$ cat config.mk
export PLATFORM = sky130hd
export DESIGN_NAME = buck_seq_ctrl
export DESIGN_NICKNAME = d
export VERILOG_FILES = /design/src/buck_seq_pkg.sv /design/src/sense_avg.sv /design/src/buck_seq_ctrl.sv
export SDC_FILE = /design/constraint.sdc
export NUM_CORES = 1
export LEC_CHECK = 0
export BUFFER_PORTS_ARGS = -buffer_cell sky130_fd_sc_hd__clkbuf_2
export CORE_AREA = 2 2 169 171
export CTS_CLUSTER_SIZE = 24
export DETAILED_ROUTE_END_ITERATION = 10
export DIE_AREA = 0 0 171 173
export GPL_ROUTABILITY_DRIVEN = 0
export PLACE_DENSITY = 0.8
export SLEW_MARGIN = 0
export SYNTH_ARGS = -nofsm -noshare
export SYNTH_HDL_FRONTEND = slang
export SYNTH_SLANG_ARGS = --single-unit
$ cat constraint.sdc
create_clock -name clk -period 6.9 [get_ports clk]
set_clock_uncertainty 0.15 [all_clocks]
set_input_delay 1.38 -clock clk [delete_from_list [all_inputs] [get_ports clk]]
set_output_delay 1.38 -clock clk [all_outputs]
set_load 0.02 [all_outputs]
$ cat src/buck_seq_pkg.sv
// Constants, command codes and carrier types for the buck sequencing control
package buck_seq_pkg;

  // Command codes
  localparam logic [7:0] CMD_OPERATION = 8'h01;
  localparam logic [7:0] CMD_ON_OFF    = 8'h02;
  localparam logic [7:0] CMD_VOUT_SET  = 8'h21;
  localparam logic [7:0] CMD_UPPER     = 8'h24;
  localparam logic [7:0] CMD_LOWER     = 8'h28;
  localparam logic [7:0] CMD_SCALE     = 8'h29;
  localparam logic [7:0] CMD_INPUT_TURN_ON_THRESHOLD    = 8'h35;
  localparam logic [7:0] CMD_INPUT_TURN_OFF_THRESHOLD   = 8'h36;
  localparam logic [7:0] CMD_TON       = 8'h60;
  localparam logic [7:0] CMD_TOFF      = 8'h64;
  localparam logic [7:0] CMD_STATUS    = 8'h7A;
  localparam logic [7:0] CMD_READ_VOUT = 8'h8B;
  localparam logic [7:0] CMD_TRIM      = 8'hD4;
  localparam logic [7:0] CMD_MARGIN_HI = 8'hD5;
  localparam logic [7:0] CMD_MARGIN_LO = 8'hD6;

  // Field positions
  localparam int OP_ON_BIT     = 7;
  localparam int OP_MHI_BIT    = 5;
  localparam int OP_MLO_BIT    = 4;
  localparam int CFG_OP_BIT    = 3;
  localparam int CFG_PIN_BIT   = 2;
  localparam int CFG_POL_BIT   = 1;
  localparam int ST_UPPER_BIT  = 2;
  localparam int ST_LOWER_BIT  = 1;
  localparam int ST_INVALID_BIT = 0;

  // Loop scale encodings (unsigned, 9 fraction bits)
  localparam logic [15:0] SCALE_ONE     = 16'h0200;
  localparam logic [15:0] SCALE_HALF    = 16'h0100;
  localparam logic [15:0] SCALE_QUARTER = 16'h0080;

  // Valid commanded code ranges per scale
  localparam logic [15:0] VALID_MIN_1  = 16'h00B3;
  localparam logic [15:0] VALID_MAX_1  = 16'h034D;
  localparam logic [15:0] VALID_MIN_H  = 16'h0166;
  localparam logic [15:0] VALID_MAX_H  = 16'h069A;
  localparam logic [15:0] VALID_MIN_Q  = 16'h02CC;
  localparam logic [15:0] VALID_MAX_Q  = 16'h0B00;

  // Reference DAC limits, one code per 2^-9 V
  localparam logic [10:0] DAC_MIN = 11'h0B3;
  localparam logic [10:0] DAC_MAX = 11'h34D;

  // Input thresholds in quarter volts
  localparam logic [15:0] VIN_LO = 16'h0010;
  localparam logic [15:0] VIN_HI = 16'h001F;

  // Offset limits in DAC steps
  localparam logic signed [7:0] TRIM_MIN   = 8'shC0;
  localparam logic signed [7:0] TRIM_MAX   = 8'sh3F;
  localparam logic signed [7:0] MARGIN_MAX = 8'sh1F;

  // Reset values
  localparam logic [7:0]  RST_OPERATION = 8'h00;
  localparam logic [7:0]  RST_ON_OFF    = 8'h08;
  localparam logic [15:0] RST_VOUT      = 16'h0200;
  localparam logic [15:0] RST_UPPER     = 16'h034D;
  localparam logic [15:0] RST_LOWER     = 16'h00B3;
  localparam logic [15:0] RST_SCALE     = 16'h0200;
  localparam logic [15:0] RST_INPUT_TURN_ON_THRESHOLD    = 16'h0012;
  localparam logic [15:0] RST_INPUT_TURN_OFF_THRESHOLD   = 16'h0010;
  localparam logic [15:0] RST_DELAY     = 16'h0000;

  // Timing
  localparam logic [15:0] DELAY_MAX_MS  = 16'h0064;
  localparam int          MS_PERIOD_NS  = 1000000;
  localparam int          CLK_PERIOD_NS = 10;
  localparam int          CYCLES_PER_MS = (MS_PERIOD_NS + CLK_PERIOD_NS - 1) / CLK_PERIOD_NS;
  localparam int          AVG_LOG2      = 3;

  typedef struct packed {
    logic [7:0]  code;
    logic [15:0] data;
  } cmd_t;

endpackage

$ cat src/sense_avg.sv
// Block averager for output voltage telemetry samples
`timescale 1ns/1ps
`default_nettype none
module sense_avg #(
  parameter int W     = 16,
  parameter int LOG2N = 3
) (
  // Clock and reset
  input  wire logic         clk,
  input  wire logic         nrst,
  // Samples in
  input  wire logic         sample_valid,
  input  wire logic [W-1:0] sample,
  // Average out
  output logic      [W-1:0] avg
);
  logic [W+LOG2N-1:0] sum_reg;
  logic [LOG2N-1:0]   cnt_reg;
  logic [W+LOG2N-1:0] sum_next;
  logic               last;

  assign sum_next = sum_reg + {{LOG2N{1'b0}}, sample};
  assign last     = (cnt_reg == {LOG2N{1'b1}});

  // Power-of-two count keeps the divide a plain shift
  always_ff @(posedge clk or negedge nrst) begin
    if (!nrst) begin
      sum_reg <= '0;
      cnt_reg <= '0;
      avg     <= '0;
    end else if (sample_valid) begin
      cnt_reg <= cnt_reg + 1'b1;
      sum_reg <= last ? '0 : sum_next;
      if (last) begin
        avg <= sum_next[W+LOG2N-1:LOG2N];
      end
    end
  end
endmodule
`default_nettype wire

$ cat src/buck_seq_ctrl.sv
// Sequencing, lockout, reference code and telemetry control of a buck converter
//
// Behaviour
// - Separate input turn-on and turn-off thresholds form the lockout hysteresis.
// - Thresholds held between 4 V turn-off floor and 7.75 V turn-on ceiling.
// - On/off config picks lockout only, plus control pin, plus operation bit.
// - After gating goes true, wait the turn-on delay before regulating.
// - After gating goes false, wait the turn-off delay before stopping.
// - Delays count in milliseconds, 0 to 100 ms.
// - Operation bit 7 turns conversion on or off when selected.
// - Reference DAC spans 350 mV to 1650 mV in 2^-9 V steps.
// - Sense voltage samples are averaged and kept as readable telemetry.
// - Loop scale maps commanded voltage to the feedback reference.
// - Commanded codes are valid only inside the range for the scale.
// - A commanded value beyond the limits is replaced by the violated limit.
// - Clamping sets the upper or lower limit status bit.
// - Trim is a signed offset of -64 to +63 steps.
// - Reference is scaled command plus trim and margin, held in DAC range.
`timescale 1ns/1ps
`default_nettype none
module buck_seq_ctrl #(
  parameter int CYCLES_MS = buck_seq_pkg::CYCLES_PER_MS,
  parameter int AVG_N_LOG = buck_seq_pkg::AVG_LOG2
) (
  // Clock and reset
  input  wire logic               clk,
  input  wire logic               nrst,
  // Decoded command writes and reads
  input  wire logic               cmd_valid,
  input  wire buck_seq_pkg::cmd_t cmd,
  input  wire logic [7:0]         rd_code,
  output logic      [15:0]        rd_data,
  // Converter side
  input  wire logic [15:0]        vin_meas,
  input  wire logic               control_pin,
  input  wire logic               sense_valid,
  input  wire logic [15:0]        remote_sense_output,
  output logic                    regulate_en,
  output logic      [10:0]        error_amp_reference,
  output logic      [2:0]         status_flags
);
  import buck_seq_pkg::*;

  typedef enum logic [3:0] {
    S_OFF      = 4'b0001,
    S_ON_WAIT  = 4'b0010,
    S_RUN      = 4'b0100,
    S_OFF_WAIT = 4'b1000
  } seq_state_t;

  localparam int TW = $clog2(CYCLES_MS + 1);

  function automatic logic [15:0] clamp16(input logic [15:0] v, input logic [15:0] lo,
                                          input logic [15:0] hi);
    clamp16 = (v < lo) ? lo : ((v > hi) ? hi : v);
  endfunction

  function automatic logic signed [7:0] sat8(input logic [15:0] v,
                                            input logic signed [7:0] hi);
    logic signed [15:0] s;
    s = signed'(v);
    if (s < 16'(signed'(TRIM_MIN))) sat8 = TRIM_MIN;
    else if (s > 16'(signed'(hi))) sat8 = hi;
    else sat8 = s[7:0];
  endfunction

  // Command registers
  logic [7:0]         operation_reg;
  logic [7:0]         on_off_reg;
  logic [15:0]        vout_reg;
  logic [15:0]        output_upper_limit_reg;
  logic [15:0]        output_lower_limit_reg;
  logic [15:0]        output_feedback_scale_reg;
  logic [15:0]        input_turn_on_threshold_reg;
  logic [15:0]        input_turn_off_threshold_reg;
  logic [15:0]        ton_reg;
  logic [15:0]        toff_reg;
  logic signed [7:0]  trim_reg;
  logic signed [7:0]  margin_hi_reg;
  logic signed [7:0]  margin_lo_reg;
  logic [2:0]         status_reg;
  logic [2:0]         status_next;

  // Write decode
  logic wr_op, wr_cfg, wr_vout, wr_up, wr_lo, wr_scale, wr_von, wr_voff;
  logic wr_ton, wr_toff, wr_trim, wr_mhi, wr_mlo, wr_status, scale_ok;
  assign wr_op     = cmd_valid && (cmd.code == CMD_OPERATION);
  assign wr_cfg    = cmd_valid && (cmd.code == CMD_ON_OFF);
  assign wr_vout   = cmd_valid && (cmd.code == CMD_VOUT_SET);
  assign wr_up     = cmd_valid && (cmd.code == CMD_UPPER);
  assign wr_lo     = cmd_valid && (cmd.code == CMD_LOWER);
  assign wr_scale  = cmd_valid && (cmd.code == CMD_SCALE);
  assign wr_von    = cmd_valid && (cmd.code == CMD_INPUT_TURN_ON_THRESHOLD);
  assign wr_voff   = cmd_valid && (cmd.code == CMD_INPUT_TURN_OFF_THRESHOLD);
  assign wr_ton    = cmd_valid && (cmd.code == CMD_TON);
  assign wr_toff   = cmd_valid && (cmd.code == CMD_TOFF);
  assign wr_trim   = cmd_valid && (cmd.code == CMD_TRIM);
  assign wr_mhi    = cmd_valid && (cmd.code == CMD_MARGIN_HI);
  assign wr_mlo    = cmd_valid && (cmd.code == CMD_MARGIN_LO);
  assign wr_status = cmd_valid && (cmd.code == CMD_STATUS);
  // Only three divider ratios exist; other codes are dropped
  assign scale_ok  = (cmd.data == SCALE_ONE) || (cmd.data == SCALE_HALF) ||
                     (cmd.data == SCALE_QUARTER);

  // Commanded voltage clamp against limits
  logic        over_up, under_lo;
  logic [15:0] vout_next;
  assign over_up   = cmd.data > output_upper_limit_reg;
  assign under_lo  = cmd.data < output_lower_limit_reg;
  assign vout_next = over_up ? output_upper_limit_reg :
                     (under_lo ? output_lower_limit_reg : cmd.data);

  // Valid range for the present scale
  logic [1:0]  shift;
  logic [15:0] valid_min, valid_max;
  logic        vout_invalid;
  assign shift = (output_feedback_scale_reg == SCALE_QUARTER) ? 2'd2 :
                 ((output_feedback_scale_reg == SCALE_HALF) ? 2'd1 : 2'd0);
  assign valid_min = (shift == 2'd2) ? VALID_MIN_Q : ((shift == 2'd1) ? VALID_MIN_H : VALID_MIN_1);
  assign valid_max = (shift == 2'd2) ? VALID_MAX_Q : ((shift == 2'd1) ? VALID_MAX_H : VALID_MAX_1);
  assign vout_invalid = (vout_reg < valid_min) || (vout_reg > valid_max);

  // Sticky limit status bits, an event wins over a clear in the same cycle; the invalid bit follows vout_reg
  assign status_next[ST_UPPER_BIT] = (wr_vout && over_up) ||
                      (status_reg[ST_UPPER_BIT] && !(wr_status && cmd.data[ST_UPPER_BIT]));
  assign status_next[ST_LOWER_BIT] = (wr_vout && !over_up && under_lo) ||
                      (status_reg[ST_LOWER_BIT] && !(wr_status && cmd.data[ST_LOWER_BIT]));
  assign status_next[ST_INVALID_BIT] = vout_invalid;

  always_ff @(posedge clk or negedge nrst) begin
    if (!nrst) begin
      operation_reg <= RST_OPERATION;
      on_off_reg    <= RST_ON_OFF;
      vout_reg      <= RST_VOUT;
      status_reg    <= '0;
    end else begin
      if (wr_op) operation_reg <= cmd.data[7:0];
      if (wr_cfg) on_off_reg <= cmd.data[7:0];
      if (wr_vout) vout_reg <= vout_next;
      status_reg <= status_next;
    end
  end

  always_ff @(posedge clk or negedge nrst) begin
    if (!nrst) begin
      output_upper_limit_reg    <= RST_UPPER;
      output_lower_limit_reg    <= RST_LOWER;
      output_feedback_scale_reg <= RST_SCALE;
    end else begin
      if (wr_up) output_upper_limit_reg <= cmd.data;
      if (wr_lo) output_lower_limit_reg <= cmd.data;
      if (wr_scale && scale_ok) output_feedback_scale_reg <= cmd.data;
    end
  end

  always_ff @(posedge clk or negedge nrst) begin
    if (!nrst) begin
      input_turn_on_threshold_reg  <= RST_INPUT_TURN_ON_THRESHOLD;
      input_turn_off_threshold_reg <= RST_INPUT_TURN_OFF_THRESHOLD;
      ton_reg                      <= RST_DELAY;
      toff_reg                     <= RST_DELAY;
    end else begin
      if (wr_von) input_turn_on_threshold_reg <= clamp16(cmd.data, VIN_LO, VIN_HI);
      if (wr_voff) input_turn_off_threshold_reg <= clamp16(cmd.data, VIN_LO, VIN_HI);
      if (wr_ton) ton_reg <= clamp16(cmd.data, 16'h0000, DELAY_MAX_MS);
      if (wr_toff) toff_reg <= clamp16(cmd.data, 16'h0000, DELAY_MAX_MS);
    end
  end

  always_ff @(posedge clk or negedge nrst) begin
    if (!nrst) begin
      trim_reg      <= '0;
      margin_hi_reg <= '0;
      margin_lo_reg <= '0;
    end else begin
      if (wr_trim) trim_reg <= sat8(cmd.data, TRIM_MAX);
      if (wr_mhi) margin_hi_reg <= sat8(cmd.data, MARGIN_MAX);
      if (wr_mlo) margin_lo_reg <= sat8(cmd.data, MARGIN_MAX);
    end
  end

  // Lockout with hysteresis
  logic uvlo_ok_reg;
  logic uvlo_ok_next;
  assign uvlo_ok_next = uvlo_ok_reg ? (vin_meas >= input_turn_off_threshold_reg) :
                                      (vin_meas >= input_turn_on_threshold_reg);

  // Start gating
  logic pin_active, op_ok, pin_ok, gate;
  assign pin_active = (control_pin == on_off_reg[CFG_POL_BIT]);
  assign op_ok  = !on_off_reg[CFG_OP_BIT] || operation_reg[OP_ON_BIT];
  assign pin_ok = !on_off_reg[CFG_PIN_BIT] || pin_active;
  assign gate   = uvlo_ok_reg && op_ok && pin_ok;

  // Millisecond timer, restarted on every state change
  seq_state_t     state_reg, state_next;
  logic [TW-1:0]  tick_reg;
  logic [6:0]     ms_reg;
  logic           tick, timer_clr, ton_done, toff_done;
  assign tick      = (tick_reg == TW'(CYCLES_MS - 1));
  assign timer_clr = (state_next != state_reg);
  assign ton_done  = (ms_reg == ton_reg[6:0]);
  assign toff_done = (ms_reg == toff_reg[6:0]);

  always_comb begin
    state_next = state_reg;
    unique case (state_reg)
      S_OFF: begin
        if (gate) state_next = (ton_reg == 16'h0000) ? S_RUN : S_ON_WAIT;
      end
      S_ON_WAIT: begin
        if (!gate) state_next = S_OFF;
        else if (ton_done) state_next = S_RUN;
      end
      S_RUN: begin
        if (!gate) state_next = (toff_reg == 16'h0000) ? S_OFF : S_OFF_WAIT;
      end
      S_OFF_WAIT: begin
        if (gate) state_next = S_RUN;
        else if (toff_done) state_next = S_OFF;
      end
      default: state_next = S_OFF;
    endcase
  end

  always_ff @(posedge clk or negedge nrst) begin
    if (!nrst) begin
      state_reg   <= S_OFF;
      uvlo_ok_reg <= 1'b0;
      regulate_en <= 1'b0;
    end else begin
      state_reg   <= state_next;
      uvlo_ok_reg <= uvlo_ok_next;
      regulate_en <= (state_next == S_RUN) || (state_next == S_OFF_WAIT);
    end
  end

  // Counters run from the state change, so a delay is whole milliseconds
  always_ff @(posedge clk or negedge nrst) begin
    if (!nrst) begin
      tick_reg <= '0;
      ms_reg   <= '0;
    end else if (timer_clr) begin
      tick_reg <= '0;
      ms_reg   <= '0;
    end else begin
      tick_reg <= tick ? '0 : tick_reg + 1'b1;
      if (tick && ms_reg != 7'h7F) ms_reg <= ms_reg + 1'b1;
    end
  end

  // Reference code
  logic signed [17:0] scaled, offs, ref_sum;
  logic [10:0]        ref_next;
  assign scaled = signed'({2'b00, vout_reg >> shift});
  assign offs = 18'(trim_reg) +
                (operation_reg[OP_MHI_BIT] ? 18'(margin_hi_reg) : 18'sd0) +
                (operation_reg[OP_MLO_BIT] ? 18'(margin_lo_reg) : 18'sd0);
  assign ref_sum  = scaled + offs;
  // Limits compared as signed so a negative sum clamps low, not high
  assign ref_next = (ref_sum < signed'(18'(DAC_MIN))) ? DAC_MIN :
                    ((ref_sum > signed'(18'(DAC_MAX))) ? DAC_MAX : ref_sum[10:0]);

  // Telemetry
  logic [15:0] read_vout;
  sense_avg #(
    .W     (16),
    .LOG2N (AVG_N_LOG)
  ) u_avg (
    .clk          (clk),
    .nrst         (nrst),
    .sample_valid (sense_valid),
    .sample       (remote_sense_output),
    .avg          (read_vout)
  );

  // Read mux
  logic [15:0] rd_next;
  always_comb begin
    rd_next = 16'h0000;
    case (rd_code)
      CMD_OPERATION: rd_next = {8'h00, operation_reg};
      CMD_ON_OFF:    rd_next = {8'h00, on_off_reg};
      CMD_VOUT_SET:  rd_next = vout_reg;
      CMD_UPPER:     rd_next = output_upper_limit_reg;
      CMD_LOWER:     rd_next = output_lower_limit_reg;
      CMD_SCALE:     rd_next = output_feedback_scale_reg;
      CMD_INPUT_TURN_ON_THRESHOLD:    rd_next = input_turn_on_threshold_reg;
      CMD_INPUT_TURN_OFF_THRESHOLD:   rd_next = input_turn_off_threshold_reg;
      CMD_TON:       rd_next = ton_reg;
      CMD_TOFF:      rd_next = toff_reg;
      CMD_STATUS:    rd_next = {13'h0000, status_reg};
      CMD_READ_VOUT: rd_next = read_vout;
      CMD_TRIM:      rd_next = 16'(trim_reg);
      CMD_MARGIN_HI: rd_next = 16'(margin_hi_reg);
      CMD_MARGIN_LO: rd_next = 16'(margin_lo_reg);
      default:       rd_next = 16'h0000;
    endcase
  end

  always_ff @(posedge clk or negedge nrst) begin
    if (!nrst) begin
      rd_data             <= '0;
      error_amp_reference <= DAC_MIN;
      status_flags        <= '0;
    end else begin
      rd_data             <= rd_next;
      error_amp_reference <= ref_next;
      status_flags        <= status_next;
    end
  end

  // Checks
  a_uvlo_rise_thr: assert property (@(posedge clk) disable iff (!nrst)
    $rose(uvlo_ok_reg) |-> $past(vin_meas) >= $past(input_turn_on_threshold_reg))
    else $error("lockout released below turn-on threshold");
  a_thr_span: assert property (@(posedge clk) disable iff (!nrst)
    input_turn_on_threshold_reg <= VIN_HI && input_turn_off_threshold_reg >= VIN_LO)
    else $error("input threshold outside span");
  a_ton_wait: assert property (@(posedge clk) disable iff (!nrst)
    $rose(regulate_en) && $past(ton_reg) != 16'h0000 |->
      $past(state_reg) == S_ON_WAIT && $past(ms_reg) == $past(ton_reg[6:0]))
    else $error("regulation began before turn-on delay");
  a_toff_wait: assert property (@(posedge clk) disable iff (!nrst)
    $fell(regulate_en) && $past(toff_reg) != 16'h0000 |->
      $past(state_reg) == S_OFF_WAIT && $past(ms_reg) == $past(toff_reg[6:0]))
    else $error("regulation stopped before turn-off delay");
  a_delay_cap: assert property (@(posedge clk) disable iff (!nrst)
    ton_reg <= DELAY_MAX_MS && toff_reg <= DELAY_MAX_MS)
    else $error("delay beyond 100 ms");
  a_op_bit_off: assert property (@(posedge clk) disable iff (!nrst)
    on_off_reg[CFG_OP_BIT] && !operation_reg[OP_ON_BIT] && state_reg == S_RUN |=>
      state_reg != S_RUN)
    else $error("operation off did not leave run");
  a_dac_range: assert property (@(posedge clk) disable iff (!nrst)
    error_amp_reference >= DAC_MIN && error_amp_reference <= DAC_MAX)
    else $error("reference outside DAC range");
  a_clamp_upper: assert property (@(posedge clk) disable iff (!nrst)
    wr_vout && over_up |=> vout_reg == $past(output_upper_limit_reg) &&
      status_reg[ST_UPPER_BIT])
    else $error("upper clamp or flag missing");
  a_clamp_lower: assert property (@(posedge clk) disable iff (!nrst)
    wr_vout && !over_up && under_lo |=> vout_reg == $past(output_lower_limit_reg) ##0
      status_reg[ST_LOWER_BIT])
    else $error("lower clamp or flag missing");
  a_trim_span: assert property (@(posedge clk) disable iff (!nrst)
    trim_reg >= TRIM_MIN && trim_reg <= TRIM_MAX)
    else $error("trim outside span");
  a_any_false: assert property (@(posedge clk) disable iff (!nrst)
    state_reg == S_ON_WAIT && !gate |=> state_reg == S_OFF ##1 !regulate_en)
    else $error("pending start kept after a source dropped");
endmodule
`default_nettype wire

# After elaboration in Yosys (flattened, before gate mapping)

Cells that the tools add are included.

Memory bits (writable): 0
Memories kept: 0
Word-level logic and storage cells: 174
Input port bits: 69
Memory bits (read-only): 0
Bits in registers: 266
Output and inout bits: 31
Latch bits: 0

Equality and inequality tests: 49
Mux-type cells: 36
$mul: 0
Shifts and indexed selects: 1
$lt $le $gt $ge: 15
$add $sub $neg: 7
Reduce and logical (&&, ||, !) cells: 42
Bitwise logic cells: 0
Div/mod/pow operators: 0

Operators with widths:

| operator                                                         | number |
|---|---|
| one-hot mux 16 bit (15 select lines)                             | 1 |
| equality test 8 x 6 -> 1 bit (second input constant)             | 12 |
| 2-to-1 mux 16 bit                                                | 6 |
| equality test 8 bit (second input constant)                      | 7 |
| equality test 8 x 7 -> 1 bit (second input constant)             | 6 |
| 2-to-1 mux 18 bit                                                | 2 |
| 2-to-1 mux 17 bit                                                | 2 |
| 2-to-1 mux 11 bit                                                | 3 |
| equality test 16 x 8 -> 1 bit (second input constant)            | 2 |
| equality test 16 x 9 -> 1 bit (second input constant)            | 2 |
| greater-or-equal comparator 16 bit                               | 2 |
| greater-than comparator 16 x 7 -> 1 bit (second input constant)  | 2 |
| logical NOT 16 bit                                               | 2 |
| 2-to-1 mux 8 bit                                                 | 4 |
| 2-to-1 mux 4 bit                                                 | 7 |
| logical AND 1 bit                                                | 25 |
| adder 19 x 16 -> 19 bit                                          | 1 |
| 2-to-1 mux 19 bit                                                | 1 |
| adder 17 x 18 -> 18 bit                                          | 1 |
| adder 18 bit                                                     | 1 |
| adder 8 x 18 -> 18 bit                                           | 1 |
| greater-than comparator 18 x 11 -> 1 bit (second input constant) | 1 |
| < comparator 18 x 9 -> 1 bit (second input constant)             | 1 |
| adder 17 x 1 -> 17 bit (second input constant)                   | 1 |
| other kinds (39)                                                 | 57 |

# Depth between registers and ports, before layout

Depth after elaboration: 8
Gate-level depth with buffers: 22
Mapped depth without buffers: 21

# By module

From an unflattened synthesis, not the netlist that was laid out.

Cell total of the unflattened synthesis: 1771
Area, all modules: 17376.7 um^2

Modules (own cells, without submodules):

| module        | times used | cells each | area each (um^2) | sequential area each (um^2) |
|---|---|---|---|---|
| buck_seq_ctrl | 1          | 1511       | 14910.6          | 5734.2 |
| sense_avg     | 1          | 260        | 2466.1           | 950.9 |

# Least setup slack after synthesis

OpenSTA, ideal clock, no wires.

Path type: reg2reg
Start: reg output_feedback_scale_reg[9]
End: reg error_amp_reference[2]
Arrival time: 5.050 ns
Setup slack: 1.581 ns
Buffers on the path: 2
Data required time: 6.631 ns
Stages on the path, launching flop included: 23
Period minus slack after synthesis: 5.319 ns
Setup time: 0.119 ns
Cells stage by stage: dfstp_2 -> nor4_1 -> nand4_1 -> inv_1 -> nand3b_1 -> clkbuf_1 -> inv_2 -> a211oi_1 -> a21oi_1 -> fa_1 -> inv_1 -> fa_1 -> inv_1 -> ha_1 -> a211oi_2 -> o21ai_1 -> a31oi_2 -> o22a_1 -> mux2i_1 -> nand4_1 -> or3_1 -> buf_2 -> o21a_1

Longest elaborated chain between the ends: 8
Elaborated cells on any way between the ends: 10
Those cells by class: add/sub (1); order compare (2); eq/ne (2); shift (1); mux (4)

Ends and longest elaborated chain:

| what                                     | line                 | RTL |
|---|---|---|
| start, declared                          | buck_seq_ctrl.sv:73  | `logic [15:0] output_feedback_scale_reg;` |
| start signal, assigned                   | buck_seq_ctrl.sv:152 | `if (wr_scale && scale_ok) output_feedback_scale_reg <= cmd.data;` |
| equality test 16 x 9 -> 1 bit            | buck_seq_ctrl.sv:118 | `((output_feedback_scale_reg == SCALE_HALF) ? 2'd1 : 2'd0);` |
| 2-to-1 mux 1 bit                         | buck_seq_ctrl.sv:118 |  |
| 2-to-1 mux 2 bit (*)                     | buck_seq_ctrl.sv:117 | `assign shift = (output_feedback_scale_reg == SCALE_QUARTER) ? 2'd2 :` |
| >> shifter 16 x 2 -> 16 bit (*)          | buck_seq_ctrl.sv:255 | `assign scaled = signed'({2'b00, vout_reg >> shift});` |
| adder 17 x 18 -> 18 bit (*)              | buck_seq_ctrl.sv:259 | `assign ref_sum = scaled + offs;` |
| greater-than comparator 18 x 11 -> 1 bit | buck_seq_ctrl.sv:262 | `((ref_sum > signed'(18'(DAC_MAX))) ? DAC_MAX : ref_sum[10:0]);` |
| 2-to-1 mux 11 bit                        | buck_seq_ctrl.sv:262 |  |
| 2-to-1 mux 11 bit (*)                    | buck_seq_ctrl.sv:261 | `assign ref_next = (ref_sum < signed'(18'(DAC_MIN))) ? DAC_MIN :` |
| named net ref_next[2]                    | buck_seq_ctrl.sv:254 | `logic [10:0] ref_next;` |
| end signal, assigned                     | buck_seq_ctrl.sv:308 | `error_amp_reference <= ref_next;` |
| end, declared                            | buck_seq_ctrl.sv:39  | `output logic [10:0] error_amp_reference,` |

Mark *: on every way through the listed nets, which the timed path passes. The rest lies on a longest branch.
A chain may end at the register's enable or synchronous reset.

# Worst setup path after layout

Start: reg output_feedback_scale_reg[12]
End: reg error_amp_reference[6]

The elaborated chain is that of the path after synthesis.

==> results.md <==
- Startpoint types: register
- Max reg flops: 19
- Pwr/cell area: approximately 240 nW/um2
- Finished Layout Cells: 2241
- Clock Path Buffers: 3
- Cell count after synthesis: 1759
- Via count: approximately 14000
- Core ar.: 27600 um2
- Number of flops mapped to enable cells by yosys: 0
- Max Freq: between 150 and 200 MHz
- Syn Std Cell Area: between 15000 and 20000 um2
- Final Hold Vio Count: 0
- Layout cells sized above 1: 0.151
- Multi-input combinational cell area: between 9000 and 10000 um2
- Slew of the pin with the lowest slew margin: about 1.2 ns
- RR Endpoint: error_amp_reference[6]
- Grt ovf: 0
- Net Switching: 1.52 mW
- Clk pin slew, worst setup/hold paths: 0.07 ns
- Fin crit period: 6.06 ns
- CTS buffer count: 29
- Vias in the first global route: ~14000
- Clock power share: 0.324
- Final setup vio count: 0
- Placed insts: roughly 2200
- Yosys cell types: 84
- Worst setup margin: between 0.8 and 0.9 ns
- Sequential fraction of the synthesis area: 0.395
- Max-slew violation count: 0
- Die height: about 170 um
- Final period util: 0.878
- Clk root buf: clkbuf_16
- Post-CTS Setup Inserts: 0
- Top-Level Pins: 100
- Worst-Skew Late Latency: between 0.5 and 0.6 ns
- Mapped Nets: about 2000
- CP Capture Type: register
- Post-synthesis async set-or-reset flop share: 1.00
- Synth-to-Final Area Change: 10.6%
- DRC errors left: 0
- Initial antenna violation count: 0
- Die width: around 170 um
- Comb power frac: 0.260
- Setup CP Type: reg -> reg
- Row count: 61
- R2R Path Start: output_feedback_scale_reg[12]
- Yosys warning count: 0
- First-pass GRT wire length: 75700 um
- Hold path cells: 1
- End of the worst hold path: u_avg.cnt_reg[0]
- RSZ-0062 raised after global routing: false
- Ys flop type: dfrtp_1
- Number of fillers in the final layout: ~2200
- Detailed-route wire length: 47600 um
- Avg Cell Area, Syn: about 9.6 um2
- Post-DP HPWL: 35400 um
- Worst EP arrival: ~6.4 ns
- Initial Utilization: 0.613
- Clock sink count: approximately 270
- H-tree levels: 1
- Hold path start: u_avg.cnt_reg[0]
- Initial DRC count: ~1500
- Reg2Reg Depth: 19
- CTS Hold Bufs: 0
- Pre-CTS setup slack: approximately 0.97 ns
- Setup TNS after final layout: 0 ns
- Die area: ~30000 um2
- DR pass1 iterations: 6
- Max_cap viols: 0
- Register Area: 6690 um2
- Relative slew slack: 0.192
- Sw frac: 0.331
- Crit path required time: 7.20 ns
- Antenna Cells: 0
- Sequential power share: 0.416
- CTS resizes: 0
- FF+latch count, synth: about 270
- Antenna Nets Post-Route: 0
- Leakage: about 9 nW
- Crit-path max FO: 19
- Peak VDD IR: slightly below 0.2 mV
- Reg2Reg Setup Slack: about 0.84 ns
- CTS tree: yes
- Final nets: ~2100
- PortBufs: just under 100
- Hold WC Path Type: reg -> reg
- Largest net degree at the start of global routing: approximately 170
- Status: complete, no violations
- Power Internal: 3.07 mW
- Tot GR Track Use: 0.325
- Vias/cell: between 6 and 7
- DR WL/cell: about 21 um
## synthesized netlist by cell type (30+ instances only)
master | count | share of area
nand3_1 | 55 | 0.016
mux2i_1 | 53 | 0.031
o21ai_0 | 110 | 0.033
nor2_1 | 93 | 0.021
nand2_1 | 146 | 0.032
clkbuf_1 | 51 | 0.011
a21oi_1 | 93 | 0.027
o211ai_1 | 30 | 0.013
mux2_2 | 57 | 0.038
inv_1 | 171 | 0.038
ha_1 | 123 | 0.091
dfrtp_1 | 243 | 0.36
xor2_1 | 39 | 0.020
fa_1 | 34 | 0.040
## kinds of logic after synthesis
logic type | count (synthesis) | synth area share
compound gates | 420 | 0.163
xor+xnor | 60 | 0.0315
fa+ha+maj | 157 | 0.131
buf+inv | 239 | 0.0555
flops | 266 | 0.395
mux | 110 | 0.0692
other cells | 1 | 0.000221
simple gates | 506 | 0.154
## final cells by class
cell class | count | share of cell area
Multi-Input combinational cell | 1254 | 0.500
Sequential cell | 266 | 0.357
Clock buffer | 42 | 0.0430
Timing Repair Buffer | 117 | 0.0349
Inverter | 172 | 0.0345
Tap cell | 378 | 0.0253
Clock inverter | 12 | 0.00534
## through the flow
stage	area, um2	hold WS, ns	power (mW)	util
final	18700	0.326	4.59	0.678
after floorplan	16900	0.298	2.77	-
after global routing	18700	0.349	4.83	0.678
after global placement	17800	0.312	3.05	0.645
after CTS	18700	0.333	4.59	0.678
after detailed placement	17800	0.323	3.11	0.645
## worst max-delay path by stage
stage / start / end / slack [ns]
2_1_floorplan: output_feedback_scale_reg[9] / error_amp_reference[2] / 1.58
3_5_place_dp: output_feedback_scale_reg[12] / error_amp_reference[6] / 0.97
3_3_place_gp: output_feedback_scale_reg[12] / error_amp_reference[6] / 1.17
6_report: output_feedback_scale_reg[12] / error_amp_reference[6] / 0.84
4_1_cts: output_feedback_scale_reg[12] / error_amp_reference[6] / 0.96
5_1_grt: output_feedback_scale_reg[11] / error_amp_reference[3] / 0.52
## placed cells by master, fill, tap and decap left out, types with 16 or more instances in the layout
cell type and instances:
a21oi_1 93, a21o_1 22, a221oi_1 24, a211oi_1 16
nor2b_1 24, inv_1 171, nand4_1 21, xor2_1 39
nor4_1 19, a222oi_1 16, nor3_1 20, xnor2_1 20
clkbuf_16 29, o21ai_0 110, ha_1 123, and2_1 29
mux2_2 57, clkbuf_2 98, o211ai_1 30, nand2b_1 19
fa_1 34, mux2i_1 53, buf_4 17, dfrtp_1 243
a22oi_1 18, nand3_1 55, dfstp_2 23, nor2_1 93
nand2_1 146
## per-layer routing
layer	vias up	wire [um]	track usage
li1	6408	-	-
met1	6893	18500	0.422
met2	697	22500	0.535
met3	165	3900	0.0446
met4	0	2680	0.162
met5	-	0	0
## power by group through the flow
| stage | logic [mW] | clock network [mW] | registers, mW |
|---|---|---|---|
| 4_1_cts | 1.19 | 1.50 | 1.90 |
| 3_5_place_dp | 1.18 | 0 | 1.93 |
| 6_report | 1.19 | 1.49 | 1.91 |
| 2_1_floorplan | 0.877 | 0 | 1.90 |
| 3_3_place_gp | 1.13 | 0 | 1.92 |
| 5_1_grt | 1.34 | 1.57 | 1.93 |
## critical path, stage by stage, from the launching register on
cell and delay, ns:
dfrtp_1 0.38, nor4_1 0.46, nand4_1 0.39, nor3b_2 0.24
buf_4 0.29, nor2b_1 0.08, a211oi_1 0.24, a21oi_1 0.11
fa_1 0.51, inv_1 0.05, fa_1 0.52, fa_1 0.48
nand2b_1 0.20, a21oi_1 0.18, o21ai_1 0.10, a211o_1 0.32
xnor2_1 0.22, a211oi_1 0.67, a21oi_1 0.13, o21a_1 0.21
No activity file was read; power rests on OpenSTA's default activity.
